$ cat src/regctl_consts.svh
// Constants for the regulator output and manual step control block
`ifndef REGCTL_CONSTS_SVH
`define REGCTL_CONSTS_SVH
`define CLK_HZ          10000000
`define STEP_UNIT_MS    100
`define STEP_MIN_TENTHS 8'h01
`define STEP_MAX_TENTHS 8'h64
`define STEP_DEF_TENTHS 8'h32
`define OFFSET_MAX_PCT  8'h64
`define OFFSET_DEF_PCT  8'h32
`define OFS_SCALE       24'h00028F
`define REG_GOV_CTRL    4'h0
`define REG_AVR_CTRL    4'h1
`define REG_GOV_STEP    4'h2
`define REG_AVR_STEP    4'h3
`define REG_GOV_OFFSET  4'h4
`define REG_GOV_EXT_SP  4'h5
`define REG_AVR_EXT_SP  4'h6
`define REG_STATUS      4'h7
`define DRIVE_FLD_LSB   0
`define EXT_EN_BIT      2
`define EXT_MODE_LSB    3
`endif

$ cat src/regctl_pkg.sv
// Types shared by the regulator output control block
package regctl_pkg;
    typedef enum logic [1:0]
    {
        DRIVE_RELAY  = 2'h0,
        DRIVE_ANALOG = 2'h1,
        DRIVE_ENGINE = 2'h2
    } drive_type_t;
    typedef enum logic [1:0]
    {
        EXT_FREQ  = 2'h0,
        EXT_POWER = 2'h1
    } gov_ext_mode_t;
    typedef enum logic [1:0]
    {
        EXT_VOLT  = 2'h0,
        EXT_VAR   = 2'h1,
        EXT_PF    = 2'h2
    } avr_ext_mode_t;
    typedef struct packed
    {
        logic        up;
        logic        down;
    } step_req_t;
    typedef struct packed
    {
        logic        inc_relay;
        logic        dec_relay;
        logic [15:0] analog;
        logic [15:0] engine;
    } reg_drive_t;
endpackage

$ cat src/step_pulse.sv
// Timed manual step pulse generator for one regulator channel
`include "regctl_consts.svh"
module step_pulse
#(
    parameter int TICKS_PER_TENTH = `CLK_HZ / 1000 * `STEP_UNIT_MS
)
(
    input  wire logic       clk,        // System clock
    input  wire logic       sys_rst,    // Async reset, active high
    input  wire logic       allow,      // Manual or semi-auto mode
    input  wire logic       up_req,     // Increase request pulse
    input  wire logic       down_req,   // Decrease request pulse
    input  wire logic [7:0] dur_tenths, // Pulse length in 0.1 s
    output logic            up_on,      // Increase step running
    output logic            down_on     // Decrease step running
);
    typedef enum logic [1:0]
    {
        ST_IDLE = 2'b00,
        ST_UP   = 2'b01,
        ST_DOWN = 2'b11
    } step_state_t;

    step_state_t  state_q;                  // Current step state
    step_state_t  state_d;                  // Next step state
    logic [23:0]  tick_q;                   // Cycles inside one tenth
    logic [7:0]   tenth_q;                  // Tenths left in the pulse
    logic         take_up;                  // Accepted increase
    logic         take_down;                // Accepted decrease
    logic         tenth_end;                // Last cycle of a tenth
    logic         done;                     // Pulse has expired
    logic         start;                    // A new pulse begins

    // Requests are ignored outside manual modes; both at once is no-op
    assign take_up   = allow && up_req && !down_req;
    assign take_down = allow && down_req && !up_req;
    assign start     = take_up || take_down;
    assign tenth_end = (tick_q == 24'(TICKS_PER_TENTH - 1));
    assign done      = tenth_end && (tenth_q <= 8'h01);

    // Newest request wins, so an opposite one cancels the old pulse
    always_comb
    begin
        state_d = state_q;
        if (take_up)
            state_d = ST_UP;
        else if (take_down)
            state_d = ST_DOWN;
        else if (state_q != ST_IDLE && done)
            state_d = ST_IDLE;
        else if (!allow)
            state_d = ST_IDLE;
    end

    // Length comes from the setting, not from how long the input is held
    always_ff @(posedge clk or posedge sys_rst)
    begin
        if (sys_rst)
        begin
            state_q <= ST_IDLE;
            tick_q  <= 24'h000000;
            tenth_q <= 8'h00;
        end
        else
        begin
            state_q <= state_d;
            if (start)
            begin
                tick_q  <= 24'h000000;
                tenth_q <= dur_tenths;
            end
            else if (state_q != ST_IDLE)
            begin
                tick_q <= tenth_end ? 24'h000000 : tick_q + 24'h000001;
                if (tenth_end)
                    tenth_q <= tenth_q - 8'h01;
            end
        end
    end

    assign up_on   = (state_q == ST_UP);
    assign down_on = (state_q == ST_DOWN);
endmodule

$ cat src/regctl_top.sv
// Governor and voltage regulator output selection with manual steps
// Function
// - Manual steps only in manual/semi-auto mode
// - Step length is a setting, not hold time
// - Step pulse overrides the closed-loop regulator
// - Regulator resumes when the step expires
// - Governor step length 0.1-10 s, default 5
// - Regulator step length 0.1-10 s, default 5
// - Governor drive type selectable, engine default
// - Regulator drive type selectable, analogue default
// - Governor analogue offset 0-100 %, default 50
// - Separate increase/decrease relays per regulator
// - External set point replaces the internal one
// - External modes: freq/power; volt/var/pf
//
// Design decisions made here: the address-and-strobe port and the address map.
`include "regctl_consts.svh"
module regctl_top
#(
    parameter int TICKS_PER_TENTH = `CLK_HZ / 1000 * `STEP_UNIT_MS
)
(
    input  wire logic                 clk,          // 10 MHz clock
    input  wire logic                 sys_rst,      // Async reset, high
    input  wire logic [3:0]           addr,         // Register index
    input  wire logic [15:0]          wdata,        // Write data
    input  wire logic                 wr,           // Write strobe
    input  wire logic                 rd,           // Read strobe
    output logic [15:0]               rdata,        // Read data, next cycle
    input  wire logic                 manual_mode,  // Manual or semi-auto
    input  wire regctl_pkg::step_req_t gov_pin,     // Governor step inputs
    input  wire regctl_pkg::step_req_t avr_pin,     // Regulator step inputs
    input  wire regctl_pkg::step_req_t gov_operator_panel_button, // Buttons
    input  wire regctl_pkg::step_req_t voltage_regulator_button,  // Buttons
    input  wire logic [15:0]          gov_loop,     // Closed-loop gov value
    input  wire logic [15:0]          avr_loop,     // Closed-loop avr value
    input  wire logic                 gov_loop_inc, // Loop relay increase
    input  wire logic                 gov_loop_dec, // Loop relay decrease
    input  wire logic                 avr_loop_inc, // Loop relay increase
    input  wire logic                 avr_loop_dec, // Loop relay decrease
    input  wire logic [15:0]          gov_multi_in, // External gov set point
    input  wire logic [15:0]          avr_multi_in, // External avr set point
    input  wire logic [15:0]          gov_int_sp,   // Internal gov set point
    input  wire logic [15:0]          avr_int_sp,   // Internal avr set point
    output regctl_pkg::reg_drive_t    gov_out,      // Governor drive
    output regctl_pkg::reg_drive_t    voltage_regulator_out, // Regulator
    output logic [15:0]               gov_setpoint, // Set point in use
    output logic [15:0]               avr_setpoint, // Set point in use
    output logic                      loop_hold     // Loop suspended, gov|avr
);
    import regctl_pkg::*;

    localparam logic [15:0] STEP_FULL = 16'hFFFF;   // Step drive level

    // Pin and button inputs come from other domains: two flops each
    logic [8:0]  sync1_q;                           // First stage only
    logic [8:0]  sync2_q;                           // Safe stage
    logic [8:0]  sync3_q;                           // For edge detect
    logic        mode_s;                            // Synced mode
    logic [3:0]  rise;                              // Request edges
    logic        gov_up_req;                        // Any gov up request
    logic        gov_dn_req;                        // Any gov down request
    logic        avr_up_req;                        // Any avr up request
    logic        avr_dn_req;                        // Any avr down request

    always_ff @(posedge clk or posedge sys_rst)
    begin
        if (sys_rst)
        begin
            sync1_q <= 9'h000;
            sync2_q <= 9'h000;
            sync3_q <= 9'h000;
        end
        else
        begin
            // Order: mode, gov pin, avr pin, gov button, avr button
            sync1_q <= {manual_mode, gov_pin, avr_pin,
                        gov_operator_panel_button,
                        voltage_regulator_button};
            sync2_q <= sync1_q;
            sync3_q <= sync2_q;
        end
    end

    function automatic logic edge_of(input logic now, input logic old);
        edge_of = now && !old;
    endfunction

    assign mode_s = sync2_q[8];
    // Pin and button of the same direction share one request line
    assign gov_up_req = edge_of(sync2_q[7], sync3_q[7]) ||
                        edge_of(sync2_q[3], sync3_q[3]);
    assign gov_dn_req = edge_of(sync2_q[6], sync3_q[6]) ||
                        edge_of(sync2_q[2], sync3_q[2]);
    assign avr_up_req = edge_of(sync2_q[5], sync3_q[5]) ||
                        edge_of(sync2_q[1], sync3_q[1]);
    assign avr_dn_req = edge_of(sync2_q[4], sync3_q[4]) ||
                        edge_of(sync2_q[0], sync3_q[0]);
    assign rise = {gov_up_req, gov_dn_req, avr_up_req, avr_dn_req};

    // Configuration registers
    logic [15:0] gov_ctrl_q;                        // Drive, ext enable, mode
    logic [15:0] avr_ctrl_q;                        // Drive, ext enable, mode
    logic [7:0]  gov_step_q;                        // Gov step in 0.1 s
    logic [7:0]  avr_step_q;                        // Avr step in 0.1 s
    logic [7:0]  gov_ofs_q;                         // Gov offset percent
    logic [15:0] rdata_q;                           // Read data register
    logic [15:0] rdata_d;                           // Read mux
    logic [7:0]  wclip_step;                        // Clamped step write
    logic [7:0]  wclip_ofs;                         // Clamped offset write

    // Out-of-range writes are clamped so the timer never sees zero
    function automatic logic [7:0] clamp(input logic [7:0] v,
                                         input logic [7:0] lo,
                                         input logic [7:0] hi);
        clamp = (v < lo) ? lo : ((v > hi) ? hi : v);
    endfunction

    assign wclip_step = clamp(wdata[7:0], `STEP_MIN_TENTHS,
                              `STEP_MAX_TENTHS);
    assign wclip_ofs  = clamp(wdata[7:0], 8'h00, `OFFSET_MAX_PCT);

    // Writes land on the edge that samples the strobe
    always_ff @(posedge clk or posedge sys_rst)
    begin
        if (sys_rst)
        begin
            gov_ctrl_q <= {14'h0000, DRIVE_ENGINE};
            avr_ctrl_q <= {14'h0000, DRIVE_ANALOG};
            gov_step_q <= `STEP_DEF_TENTHS;
            avr_step_q <= `STEP_DEF_TENTHS;
            gov_ofs_q  <= `OFFSET_DEF_PCT;
        end
        else if (wr)
        begin
            case (addr)
                `REG_GOV_CTRL:   gov_ctrl_q <= {11'h000, wdata[4:0]};
                `REG_AVR_CTRL:   avr_ctrl_q <= {11'h000, wdata[4:0]};
                `REG_GOV_STEP:   gov_step_q <= wclip_step;
                `REG_AVR_STEP:   avr_step_q <= wclip_step;
                `REG_GOV_OFFSET: gov_ofs_q  <= wclip_ofs;
                default:         ;
            endcase
        end
    end

    // Step channels, one per regulator
    logic gov_up;                                   // Gov increase step
    logic gov_dn;                                   // Gov decrease step
    logic avr_up;                                   // Avr increase step
    logic avr_dn;                                   // Avr decrease step

    // Both channels share the synced mode, so they stop together
    step_pulse #(.TICKS_PER_TENTH(TICKS_PER_TENTH)) u_gov_step
    (
        .clk        (clk),
        .sys_rst    (sys_rst),
        .allow      (mode_s),
        .up_req     (rise[3]),
        .down_req   (rise[2]),
        .dur_tenths (gov_step_q),
        .up_on      (gov_up),
        .down_on    (gov_dn)
    );

    step_pulse #(.TICKS_PER_TENTH(TICKS_PER_TENTH)) u_avr_step
    (
        .clk        (clk),
        .sys_rst    (sys_rst),
        .allow      (mode_s),
        .up_req     (rise[1]),
        .down_req   (rise[0]),
        .dur_tenths (avr_step_q),
        .up_on      (avr_up),
        .down_on    (avr_dn)
    );

    // Output composition: the step overrides the loop while it runs
    function automatic reg_drive_t compose(input logic [1:0]  drive,
                                           input logic        s_up,
                                           input logic        s_dn,
                                           input logic [15:0] loop_v,
                                           input logic        l_inc,
                                           input logic        l_dec,
                                           input logic [15:0] ofs);
        reg_drive_t  r;
        logic [15:0] v;
        logic [16:0] sum;
        logic [15:0] e;                 // Engine value, no offset
        r   = '0;
        sum = {1'b0, loop_v} + {1'b0, ofs};
        v   = sum[16] ? STEP_FULL : sum[15:0];
        // The offset trims the analogue output only
        e   = loop_v;
        if (s_up)
        begin
            v = STEP_FULL;
            e = STEP_FULL;
        end
        else if (s_dn)
        begin
            v = 16'h0000;
            e = 16'h0000;
        end
        case (drive)
            DRIVE_RELAY:
            begin
                r.inc_relay = s_up || (!s_dn && l_inc && !l_dec);
                r.dec_relay = s_dn || (!s_up && l_dec && !l_inc);
            end
            DRIVE_ANALOG: r.analog = v;
            DRIVE_ENGINE: r.engine = e;
            default:      ;
        endcase
        compose = r;
    endfunction

    // Drive registers; the outputs come straight from these
    logic [15:0] gov_ofs_scaled;                    // Offset to full scale
    logic [23:0] ofs_prod;                          // Percent times 655
    reg_drive_t  gov_d;                             // Next gov drive
    reg_drive_t  avr_d;                             // Next avr drive
    reg_drive_t  gov_q;                             // Gov drive register
    reg_drive_t  avr_q;                             // Avr drive register
    logic [15:0] gov_sp_q;                          // Gov set point register
    logic [15:0] avr_sp_q;                          // Avr set point register
    logic        hold_q;                            // Any step active

    // Full percent lands just under full scale, a small loss of span
    assign ofs_prod       = {16'h0000, gov_ofs_q} * `OFS_SCALE;
    assign gov_ofs_scaled = ofs_prod[15:0];
    assign gov_d = compose(gov_ctrl_q[1:0], gov_up, gov_dn, gov_loop,
                           gov_loop_inc, gov_loop_dec, gov_ofs_scaled);
    assign avr_d = compose(avr_ctrl_q[1:0], avr_up, avr_dn, avr_loop,
                           avr_loop_inc, avr_loop_dec, 16'h0000);

    // External control picks the multi-input; mode only tags its meaning
    always_ff @(posedge clk or posedge sys_rst)
    begin
        if (sys_rst)
        begin
            gov_q    <= '0;
            avr_q    <= '0;
            gov_sp_q <= 16'h0000;
            avr_sp_q <= 16'h0000;
            hold_q   <= 1'b0;
            rdata_q  <= 16'h0000;
        end
        else
        begin
            gov_q    <= gov_d;
            avr_q    <= avr_d;
            gov_sp_q <= gov_ctrl_q[`EXT_EN_BIT] ? gov_multi_in
                                                : gov_int_sp;
            avr_sp_q <= avr_ctrl_q[`EXT_EN_BIT] ? avr_multi_in
                                                : avr_int_sp;
            hold_q   <= gov_up | gov_dn | avr_up | avr_dn;
            rdata_q  <= rdata_d;
        end
    end

    // Read mux; unmapped indexes and idle cycles read zero
    always_comb
    begin
        rdata_d = 16'h0000;
        if (rd)
        begin
            case (addr)
                `REG_GOV_CTRL:   rdata_d = gov_ctrl_q;
                `REG_AVR_CTRL:   rdata_d = avr_ctrl_q;
                `REG_GOV_STEP:   rdata_d = {8'h00, gov_step_q};
                `REG_AVR_STEP:   rdata_d = {8'h00, avr_step_q};
                `REG_GOV_OFFSET: rdata_d = {8'h00, gov_ofs_q};
                `REG_GOV_EXT_SP: rdata_d = gov_sp_q;
                `REG_AVR_EXT_SP: rdata_d = avr_sp_q;
                `REG_STATUS:     rdata_d = {11'h000, mode_s, gov_up,
                                            gov_dn, avr_up, avr_dn};
                default:         rdata_d = 16'h0000;
            endcase
        end
    end

    // No logic after the registers on any output
    assign rdata                 = rdata_q;
    assign gov_out               = gov_q;
    assign voltage_regulator_out = avr_q;
    assign gov_setpoint          = gov_sp_q;
    assign avr_setpoint          = avr_sp_q;
    assign loop_hold             = hold_q;
endmodule

$ cat config.mk
export PLATFORM = sky130hd
export DESIGN_NAME = regctl_top
export DESIGN_NICKNAME = d
export VERILOG_FILES = /design/src/regctl_pkg.sv /design/src/step_pulse.sv /design/src/regctl_top.sv
export VERILOG_INCLUDE_DIRS = /design/src
export SDC_FILE = /design/constraint.sdc
export NUM_CORES = 1
export LEC_CHECK = 0
export ABC_AREA = 0
export BUFFER_PORTS_ARGS = -buffer_cell sky130_fd_sc_hd__buf_2
export CAP_MARGIN = 20
export CORE_MARGIN = 3
export CORE_UTILIZATION = 60
export CTS_BUF_LIST = sky130_fd_sc_hd__clkbuf_16
export DETAILED_ROUTE_END_ITERATION = 10
export PLACE_DENSITY = 0.92
export SLEW_MARGIN = 10
export SYNTH_ARGS = -nofsm -noshare
export SYNTH_HDL_FRONTEND = slang
export SYNTH_HIERARCHICAL = 1
export SYNTH_SLANG_ARGS = --single-unit
$ cat constraint.sdc
create_clock -name clk -period 11.5 [get_ports clk]
set_input_delay 0.575 -clock clk [delete_from_list [all_inputs] [get_ports clk]]
set_output_delay 0.575 -clock clk [all_outputs]
set_load 0.02 [all_outputs]
==> results.md <==
- Vias in the first global route: between 10000 and 15000
- CTS tree: done
- Post-synth top area share: 45.9%
- Post-synthesis compound-gate area fraction: roughly an eighth
- GRT overflow: 0
- Area growth, synth to finish: 17.5%
- Final hold slack: between 0.15 and 0.2 ns
- Adder-cell area share of the yosys netlist: a little under a tenth
- Top FF cell, synth: dfrtp_1
- Iteration-0 DRC Markers: 1017
- Fin crit share: between 50% and 60%
- GPL Wtd Cong: ~0.95
- Nets: 1692
- CP Launch Type: flop
- Most common cell in the synthesized netlist: dfrtp_1
- Crit path time final: 5.90 ns
- # rows: 52
- Setup Skew: ~0.019 ns
- Setup tns final: 0 ns
- Cell variety after synth: 77
- Avg Cell Area, Syn: slightly above 10 sq um
- CTS clock-pin slew for the worst setup and hold paths: approximately 0.06 ns
- Synth area leaders: dfrtp_1 46%, ha_1 6.7%, nor2_1 4.1%
- Root Buffer: clkbuf_16
- DRT antenna net count: 0
- Post-synthesis simple-gate area fraction: between 10% and 20%
- Post-route DRC: 0
- Hold_buf cts: 0
- Crit Path Category: flop to flop
- Largest net degree at the start of global routing: between 100 and 150
- Drt pass-1 iters: 5
- Layout cells sized above 1: approximately a quarter
- Largest family of logic cells by synthesized area: simple AND/OR/NAND/NOR gates
- Critical path's slowest cell: dfstp_2
- Max stage delay on crit path: about 0.6 ns
- GRT Util Overall: 29.2%
- Post-synthesis net count: ~1500
- Die H: 152 um
- Post-synth top area cell: dfrtp_1
- VDD IR-drop max: about 0.14 mV
- Routed vias: between 10000 and 15000
- First-pass GRT wire length: 56000 um
- Die width: 152 um
- Pins Over Slew Limit: 0
- Worst endpoint required time: 11.94 ns
- Placed wire-length estimate: 24300 um
- #FFs+latches synth: ~250
- Seq/Total Area, Yosys: 48.2%
- Clk sinks: ~250
- Initial Utilization: 62.0%
- CTS H-tree depth: 1
- Routed WL per cell: roughly 20 um
- Cts bufs inserted: 26
- Finish-stage setup viols: 0
- PwrDens: roughly 210 mW/mm^2
- IO Port Bufs: 241
- Lkg Pwr: 7.31 nW
- Max_slew headroom: between 30% and 40%
- Post-CTS setup buffers: 0
- Worst skew pair latency: ~0.54 ns
- Post-CTS sizing: 0
- Routed wire length: roughly 35000 um
- CP arrival: approximately 6.3 ns
- Critical path cell sequence: inv_1, fa_1, inv_1, ha_1, ha_1, inv_1, fa_1, inv_1, ha_1, a21o_1, a211oi_1, nor2_1, o41ai_1, o21ai_0, xnor2_1, ha_1, o21a_1, o21ai_0, a211oi_2, nor2_4, a21oi_1
- Synth warn: 6
- Post-synth EDFFs: 0
- Post-synth ARST share: 100%
- Die area: 0.0230 sq mm
- Fmax: between 150 and 200 MHz
- Mux contribution to synthesized area: 4.41%
- Status: completed
- Vias per cell: 6.16
- N_diodes: 0
- RSZ-0062 raised after global routing: no
- # IOs: 250
- Worst-Margin Slew: 0.999 ns
- Max Cap Viol: 0
- Worst min path class: input port to flop
- Crit path max fanout: 13
- Final Hold Vio Count: 0
- Commonest cells in the netlist: 234 x dfrtp_1, 138 x nor2_1, 107 x nand2_1
- CTS Buffer Depth: 3
- Synth Area in XOR/XNOR: ~4.1%
- Core Area: a little over 0.02 sq mm
- Synth Instances: between 1000 and 1500
- Crit end category: flop
- Antenna violations before repair: 0
- Synth Cell Area: 0.0128 sq mm
-- placed cells by master (no fill, tap or decap), drive strengths merged, types with 5 or more instances in the layout --
cell type,instances
xor2,18
a21oi,97
nand4,19
inv,64
clkbuf,27
nor4,21
o311a,6
o211ai,5
and3,14
dfstp,11
a22oi,14
clkinv,13
or4,15
mux2i,9
nor3,30
buf,247
and4,6
a31oi,15
ha,68
fa,15
mux2,42
nor2,139
or2,8
a211o,5
or3,15
xnor2,42
nand3,33
nand2,111
a21o,9
and2,12
nand2b,11
nor2b,5
dfrtp,234
o21ai,52
-- power by group --
group | switching (W) | internal [W]
registers | 0.000107 | 0.000989
clock network | 0.000351 | 0.000515
logic | 0.000747 | 0.000494
-- final cells by class --
type / instances / area [sq um]
Tap cell: 270 / 338
Sequential cell: 245 / 6140
Multi-Input combinational cell: 895 / 6140
Inverter: 61 / 234
Fill cell: 1354 / 5580
Clock inverter: 20 / 204
Timing Repair Buffer: 247 / 1250
Clock buffer: 27 / 676
-- metrics by stage --
stage	total power [W]	area, sq um	worst slack [ns]	instances	util (%)
after global placement	0.00226	14100	5.91	1718	68.6
final	0.00320	15000	5.60	1765	72.9
after global routing	0.00338	15000	5.29	1765	72.9
after floorplan	0.00200	12800	6.14	1257	-
after detailed placement	0.00231	14100	5.71	1718	68.6
after CTS	0.00319	15000	5.69	1765	72.9
-- state kept, by name (all words and copies together), names as in the netlist, 5 cells and up --
signal                 count
u_avr_step/tick_q         24
sync1_q                    9
avr_setpoint              16
sync3_q                    8
gov_out                   34
gov_ofs_q                  8
u_gov_step/tick_q         24
avr_step_q                 8
u_avr_step/tenth_q         8
rdata                     16
gov_setpoint              16
voltage_regulator_out     34
gov_ctrl_q                 5
gov_step_q                 8
avr_ctrl_q                 5
sync2_q                    9
u_gov_step/tenth_q         8
-- path summary, 6_finish.rpt --
path                                             start               endpoint  slack (ns)  cells past startpoint
max                                       gov_ofs_q[4]            gov_out[24]        5.60                     21
min                        voltage_regulator_button[1]             sync1_q[1]        0.15                      1
max reg2reg                               gov_ofs_q[4]            gov_out[24]        5.60                     21
min reg2reg                                 sync1_q[1]             sync2_q[1]        0.35                      0
max in group asynchronous                      sys_rst          gov_ctrl_q[4]        9.81                      3
min in group asynchronous                      sys_rst  u_avr_step/tick_q[23]        0.18                      3
-- cells by family (layout without fill, tap and decap cells) --
group           count (synthesis)  in the layout
simple gates                  454            454
compound gates                245            245
flops                         245            245
buf+inv                       117            355
fa+ha+maj                      85             85
xor+xnor                       60             60
mux                            51             51
-- routing by layer --
layer	part of all wire, %	track usage (%)
met1	38	36.8
met2	50	50.6
met3	7.5	5.55
met4	4.1	10.7
met5	0	0
-- worst max-delay path: cells and delay by family (launching register included) --
| kind | cells | cell delay, ns |
|---|---|---|
| and+or+nand+nor | 2 | 0.26 |
| adders and majority gates | 6 | 2.32 |
| xor gates and xnor gates | 1 | 0.18 |
| buffers and inverters | 4 | 0.26 |
| DFF | 1 | 0.60 |
| AOI/OAI and AO/OA | 8 | 2.17 |
(Power assumes the default switching activity.)
